===== config.mk =====
export PLATFORM = sky130hd
export DESIGN_NAME = slsr_regs
export DESIGN_NICKNAME = d
export VERILOG_FILES = /design/src/hw/slsr_pkg.sv /design/src/hw/slsr_sync.sv /design/src/hw/slsr_encode.sv /design/src/hw/slsr_regs.sv
export SDC_FILE = /design/constraint.sdc
export NUM_CORES = 1
export LEC_CHECK = 0
export BUFFER_PORTS_ARGS = -buffer_cell sky130_fd_sc_hd__buf_2
export CAP_MARGIN = 0
export CORE_MARGIN = 2
export CORE_UTILIZATION = 50
export CTS_CLUSTER_DIAMETER = 100
export DETAILED_ROUTE_END_ITERATION = 10
export GPL_ROUTABILITY_DRIVEN = 0
export GPL_TIMING_DRIVEN = 0
export PLACE_DENSITY = 0.81
export REMOVE_ABC_BUFFERS = 1
export SETUP_SLACK_MARGIN = 0.02
export SLEW_MARGIN = 10
export SYNTH_ARGS = -nofsm -noshare
export SYNTH_HDL_FRONTEND = slang
export SYNTH_SLANG_ARGS = --single-unit

===== constraint.sdc =====
create_clock -name clock -period 3.8 [get_ports clock]
set_input_delay 0 -clock clock [delete_from_list [all_inputs] [get_ports clock]]
set_output_delay 0 -clock clock [all_outputs]
set_load 0.05 [all_outputs]

===== src/hw/slsr_pkg.sv =====
// package: register bank layout, field codes, phy indication and bus request types for the link status block
package slsr_pkg;

  // bank geometry
  localparam int BANK_REGS = 16;
  localparam int IDX_W = 4;
  localparam int DATA_W = 32;
  localparam int ADDR_W = 16;

  // register indices within the bank
  localparam logic [IDX_W-1:0] IDX_STATUS = 4'h0;
  localparam logic [IDX_W-1:0] IDX_ERROR = 4'h1;
  localparam logic [IDX_W-1:0] IDX_CONTROL = 4'h2;

  // default base (byte address) of the bank
  localparam logic [ADDR_W-1:0] BANK_BASE_DEF = 16'h0100;

  // status field positions
  localparam int DET_LSB = 0;
  localparam int SPD_LSB = 4;
  localparam int PWR_LSB = 8;
  localparam int FIELD_W = 4;

  // detection codes
  localparam logic [3:0] DET_NONE = 4'h0;
  localparam logic [3:0] DET_PRESENT = 4'h1;
  localparam logic [3:0] DET_LINKED = 4'h3;
  localparam logic [3:0] DET_OFFLINE = 4'h4;

  // speed codes
  localparam logic [3:0] SPD_NONE = 4'h0;
  localparam logic [3:0] SPD_GEN1 = 4'h1;

  // power state codes
  localparam logic [3:0] PWR_NONE = 4'h0;
  localparam logic [3:0] PWR_ACTIVE = 4'h1;
  localparam logic [3:0] PWR_PARTIAL = 4'h2;
  localparam logic [3:0] PWR_SLUMBER = 4'h6;

  // reset values
  localparam logic [31:0] STATUS_RST = 32'h0000_0000;
  localparam logic [31:0] ERROR_RST = 32'h0000_0000;
  localparam logic [31:0] CONTROL_RST = 32'h0000_0000;

  // raw phy indications as they arrive from the pins
  typedef struct packed {
    logic dev_present;
    logic phy_ready;
    logic phy_offline;
    logic gen1_rate;
    logic partial;
    logic slumber;
  } slsr_phy_s;

  // register bus request
  typedef struct packed {
    logic [ADDR_W-1:0] addr;
    logic [DATA_W-1:0] wdata;
    logic wr;
    logic rd;
  } slsr_req_s;

endpackage


===== src/hw/slsr_sync.sv =====
// three-stage synchroniser with second/third agreement filter
`timescale 1ns/1ns
module slsr_sync #(
  parameter int WIDTH = 1
) (
  // clock and reset
  input wire logic clock,
  input wire logic reset,
  // async in, filtered out
  input wire logic [WIDTH-1:0] async_in,
  output logic [WIDTH-1:0] sync_out
);
  logic [WIDTH-1:0] s1_reg;
  logic [WIDTH-1:0] s2_reg;
  logic [WIDTH-1:0] s3_reg;
  logic [WIDTH-1:0] out_reg;

  always_ff @(posedge clock or posedge reset) begin
    if (reset) begin
      s1_reg <= '0;
      s2_reg <= '0;
      s3_reg <= '0;
    end else begin
      s1_reg <= async_in;
      s2_reg <= s1_reg;
      s3_reg <= s2_reg;
    end
  end

  // a bit changes only once stages two and three agree
  always_ff @(posedge clock or posedge reset) begin
    if (reset) begin
      out_reg <= '0;
    end else begin
      for (int i = 0; i < WIDTH; i++) begin
        if (s2_reg[i] == s3_reg[i]) begin
          out_reg[i] <= s3_reg[i];
        end
      end
    end
  end

  assign sync_out = out_reg;
endmodule // slsr_sync


===== src/hw/slsr_encode.sv =====
// encodes synchronised phy indications into the three status fields
`timescale 1ns/1ns
module slsr_encode
  import slsr_pkg::*;
(
  // phy indications, already synchronised
  input wire slsr_pkg::slsr_phy_s phy,
  // encoded fields
  output logic [3:0] det_code,
  output logic [3:0] spd_code,
  output logic [3:0] pwr_code
);
  logic linked;

  assign linked = phy.dev_present && phy.phy_ready && !phy.phy_offline;

  always_comb begin
    // low power hides the device unless phy_offline is set: detection reads as absent
    if (phy.phy_offline) begin
      det_code = DET_OFFLINE;
    end else if (phy.partial || phy.slumber) begin
      det_code = DET_NONE;
    end else if (linked) begin
      det_code = DET_LINKED;
    end else if (phy.dev_present) begin
      det_code = DET_PRESENT;
    end else begin
      det_code = DET_NONE;
    end
  end

  always_comb begin
    if (linked && phy.gen1_rate) begin
      spd_code = SPD_GEN1;
    end else begin
      spd_code = SPD_NONE;
    end
  end

  always_comb begin
    if (!linked) begin
      pwr_code = PWR_NONE;
    end else if (phy.slumber) begin
      pwr_code = PWR_SLUMBER;
    end else if (phy.partial) begin
      pwr_code = PWR_PARTIAL;
    end else begin
      pwr_code = PWR_ACTIVE;
    end
  end
endmodule // slsr_encode


===== src/hw/slsr_regs.sv =====
// serial link status register bank: sixteen words, status live from phy
`timescale 1ns/1ns
// Summary of operation
// sixteen contiguous 32-bit registers, separately mapped
// only first three defined, rest reserved
// index 0 status, 1 error, 2 control
// bank base address is configurable
// independent of drive select emulation state
// status read-only; writes ignored
// status reflects live state at read
// detection field codes 0,1,3,4
// speed field codes 0 and 1
// power field codes 0,1,2,6
// reserved status bits read zero
// detection unreliable outside active power state
// fields at 3:0, 7:4, 11:8
// reserved locations read zero, writes ignored
module slsr_regs
  import slsr_pkg::*;
#(
  parameter logic [ADDR_W-1:0] BANK_BASE = BANK_BASE_DEF
) (
  // clock and reset
  input wire logic clock,
  input wire logic reset,
  // register port
  input wire slsr_pkg::slsr_req_s req,
  output logic [DATA_W-1:0] rdata,
  // phy indications from pins
  input wire slsr_pkg::slsr_phy_s phy_pins,
  // control word to interface logic, error bits in from it
  output logic [DATA_W-1:0] link_control,
  input wire logic [DATA_W-1:0] error_set
);
  slsr_phy_s phy_sync;
  logic [3:0] det_code;
  logic [3:0] spd_code;
  logic [3:0] pwr_code;
  logic [DATA_W-1:0] status_reg;
  logic [DATA_W-1:0] error_reg;
  logic [DATA_W-1:0] control_reg;
  logic [DATA_W-1:0] rdata_reg;
  logic [DATA_W-1:0] rdata_next;
  logic in_bank;
  logic [IDX_W-1:0] idx;

  // decode: byte address within the bank, one aligned word each
  function automatic logic bank_hit(input logic [ADDR_W-1:0] a);
    logic [ADDR_W-1:0] off;
    off = a - BANK_BASE;
    return (a >= BANK_BASE) && (off < ADDR_W'(BANK_REGS * 4))
      && (off[1:0] == 2'b00);
  endfunction

  function automatic logic [IDX_W-1:0] bank_idx(input logic [ADDR_W-1:0] a);
    logic [ADDR_W-1:0] off;
    off = a - BANK_BASE;
    return off[IDX_W+1:2];
  endfunction

  assign in_bank = bank_hit(req.addr);
  assign idx = bank_idx(req.addr);

  slsr_sync #(
    .WIDTH($bits(slsr_phy_s))
  ) u_sync (
    .clock(clock),
    .reset(reset),
    .async_in(phy_pins),
    .sync_out(phy_sync)
  );

  slsr_encode u_encode (
    .phy(phy_sync),
    .det_code(det_code),
    .spd_code(spd_code),
    .pwr_code(pwr_code)
  );

  // status refreshed every cycle, no bus input reaches it
  always_ff @(posedge clock or posedge reset) begin
    if (reset) begin
      status_reg <= STATUS_RST;
    end else begin
      status_reg <= '0;
      status_reg[DET_LSB +: FIELD_W] <= det_code;
      status_reg[SPD_LSB +: FIELD_W] <= spd_code;
      status_reg[PWR_LSB +: FIELD_W] <= pwr_code;
    end
  end

  // error bits: set wins over write-one-to-clear
  always_ff @(posedge clock or posedge reset) begin
    if (reset) begin
      error_reg <= ERROR_RST;
    end else if (req.wr && in_bank && idx == IDX_ERROR) begin
      error_reg <= (error_reg & ~req.wdata) | error_set;
    end else begin
      error_reg <= error_reg | error_set;
    end
  end

  // control holds the last value written
  always_ff @(posedge clock or posedge reset) begin
    if (reset) begin
      control_reg <= CONTROL_RST;
    end else if (req.wr && in_bank && idx == IDX_CONTROL) begin
      control_reg <= req.wdata;
    end
  end

  always_comb begin
    rdata_next = '0;
    if (req.rd && in_bank) begin
      unique case (idx)
        IDX_STATUS: rdata_next = status_reg;
        IDX_ERROR: rdata_next = error_reg;
        IDX_CONTROL: rdata_next = control_reg;
        default: rdata_next = '0;
      endcase
    end
  end

  // read data stands only in the cycle after the strobe
  always_ff @(posedge clock or posedge reset) begin
    if (reset) begin
      rdata_reg <= '0;
    end else begin
      rdata_reg <= rdata_next;
    end
  end

  assign rdata = rdata_reg;
  assign link_control = control_reg;
endmodule // slsr_regs


==> flow_metrics.tcl <==
set metrics [dict create \
    status "completed" \
    peakVddDrop_mv 0.268 \
    worst_setup_path_end_kind "register" \
    ys_seq_area_share_pct 67.7 \
    start_util_pct 51.3 \
    ys_async_sr_fraction_pct 100 \
    cts_root_buf "clkbuf_8" \
    report.final.slew_viol_count 0 \
    rsz0062_at_grt "no" \
    period_share_pct 73.6 \
    min-delay-start "req[36]" \
    fin_util_pct 79.2 \
    grt_pass1_wl_um 22200 \
    fin_worst_skew_ns 0.00606 \
    hp-class "input pin to register" \
    synthCells 338 \
    setup_ws_ns 1.00 \
    chipWidth_um 101 \
    drv_cap 0 \
    worstMarginPinSlew_ns 0.939 \
    postCtsSetupRepairBufs 0 \
    cts_sinks 127 \
    via_per_inst 5.66 \
    critPathMaxFanout 10 \
    slowest_delay_ns 0.83 \
    syn_avg_cell_area_um2 13.9 \
    yosys_register_bits 127 \
    floorplan.rows 35 \
    crit_chain "dlygate4sd3_1 -> buf_2 -> nor4b_2 -> buf_4 -> buf_4 -> buf_4 -> nand4_1 -> a21o_1 -> dlygate4sd3_1" \
    crit_type "input pin to register" \
    antennaDiodeCount 0 \
    synth.distinct_cells 24 \
    layout_commonest_cell "buf_2" \
    dp_hpwl_um 7300 \
    worstSkewPairLatency_ns 0.49 \
    fmax_mhz 358 \
    critPathArrivalTime_ns 3.18 \
    instances_no_fill 724 \
    cts_buffers 17 \
    slew_headroom_pct 37.2 \
    antenna_left 0 \
    ys_warn_count 0 \
    postRouteWirelength_um 13900 \
    initialDrtViolationCount 196 \
    startpoint_type "input pin" \
    synth_flop_cell "dfrtp_1" \
    wire_per_inst_um 19.2 \
    place_inst 588 \
    reg2reg_from "error_reg[20]$_DFF_PP0_" \
    min_period_ns 2.80 \
    hold_viol 0 \
    die_h_um 101 \
    layout_common_cells "buf_2, dfrtp_1, dlygate4sd3_1" \
    power.density_nw_per_um2 446 \
    cts_tree "built" \
    gr-usage-all-layers_pct 28.9 \
    drc 0 \
    htree_levels 4 \
    drive_gt1_share_pct 32.8 \
    dr_total_vias 4100 \
    cts_resized 0 \
    worst_path_max_delay_cell "nor4b_2" \
    stdcell_area_um2 7250 \
    clockBufferDepth 2 \
    p_leak_nw 3.35 \
    cp-startpoint "req[37]" \
    io_buffer_count 153 \
    grt-ovfl-total 0 \
    area_delta_synth_final_pct 54.6 \
    cts_hold_buf 104 \
    critPathRequiredTime_ns 4.18 \
    grt_max_degree 70 \
    grt_antenna_before_repair 0 \
    pre_cts_slack_ns 1.26 \
    setup_violations 0 \
    dieArea_um2 10200 \
    synthesis.area_um2 4690 \
    ios 154 \
    final_nets 690 \
    clk_pin_slew_ns 0.06 \
    cp_common_cell "buf_4" \
    core_um2 9150 \
    dr.pass1.iters 6 \
    first_global_vias 4531 \
    synth_edf_count 0 \
    place_area_um2 5600 \
]
==> metrics by stage <==
stage               hold slack, ns  power [mW]  setup TNS [ns]
finish                      0.0624        3.24               0
global route                0.0663        3.34               0
CTS                         0.0120        3.25               0
detailed placement          0.0954        1.54               0
global placement             0.108        1.52         -393.23
floorplan                   0.0314        1.45         -106.05
==> power breakdown <==
part,internal [mW],switching [mW]
clock,1.10,0.562
combinational,0.101,0.0886
sequential,1.37,0.0117
==> critical path, delay by kind of cell <==
kind,cells,cell delay [ns]
compound gates,1,0.26
buf+inv,6,1.93
simple gates,2,0.97
==> Yosys cell counts, types with 6 or more instances <==
library cell,n,area [um2]
a22oi_1,25,188
clkbuf_1,11,41.3
buf_2,8,40.0
mux2_1,30,338
nand4_1,32,200
a21o_1,32,240
a222oi_1,7,70.1
nor2_1,36,135
maj3_1,6,60.1
dfrtp_1,127,3180
==> kinds of logic (layout without fill, tap and decap cells) <==
logic type,after synthesis,after routing,synth area share [%]
buffers and inverters,27,302,2.93
adders and majority gates,6,6,1.28
AOI/OAI and AO/OA,65,65,10.8
and+or+nand+nor,81,81,9.60
DFF,127,127,67.7
muxes,32,32,7.68
==> cell type report <==
type | count | area, um2
inverters | 3 | 16.3
fillers | 499 | 1900
repair buffers | 267 | 1910
flip-flops and latches | 127 | 3180
clock inverters | 10 | 160
clock buffers | 22 | 453
well taps | 111 | 139
multi-input cells | 184 | 1400
==> layer usage <==
| layer | wire length [um] | up-vias | global-route usage, % | part of all wire (%) |
|---|---|---|---|---|
| met3 | 770 | 40 | 6.31 | 5.5 |
| met5 | 0 | - | 0 | 0 |
| li1 | - | 1774 | - | - |
| met2 | 7510 | 217 | 51.3 | 54 |
| met4 | 357 | 0 | 14.0 | 2.6 |
| met1 | 5250 | 2069 | 32.9 | 38 |
==> path summary, 6_finish.rpt <==
check | to | slack, ns | cells after the start
max in group asynchronous | rdata[25]$_DFF_PP0_ | 2.98 | 4
min | rdata[20]$_DFF_PP0_ | 0.06 | 4
min in group asynchronous | u_sync.s3_reg[2]$_DFF_PP0_ | 0.11 | 3
min reg2reg | u_sync.s2_reg[4]$_DFF_PP0_ | 0.35 | 0
max | error_reg[24]$_DFF_PP0_ | 1.00 | 9
max reg2reg | error_reg[20]$_DFF_PP0_ | 2.53 | 2
Note: power is estimated with default switching activity, not from simulation.
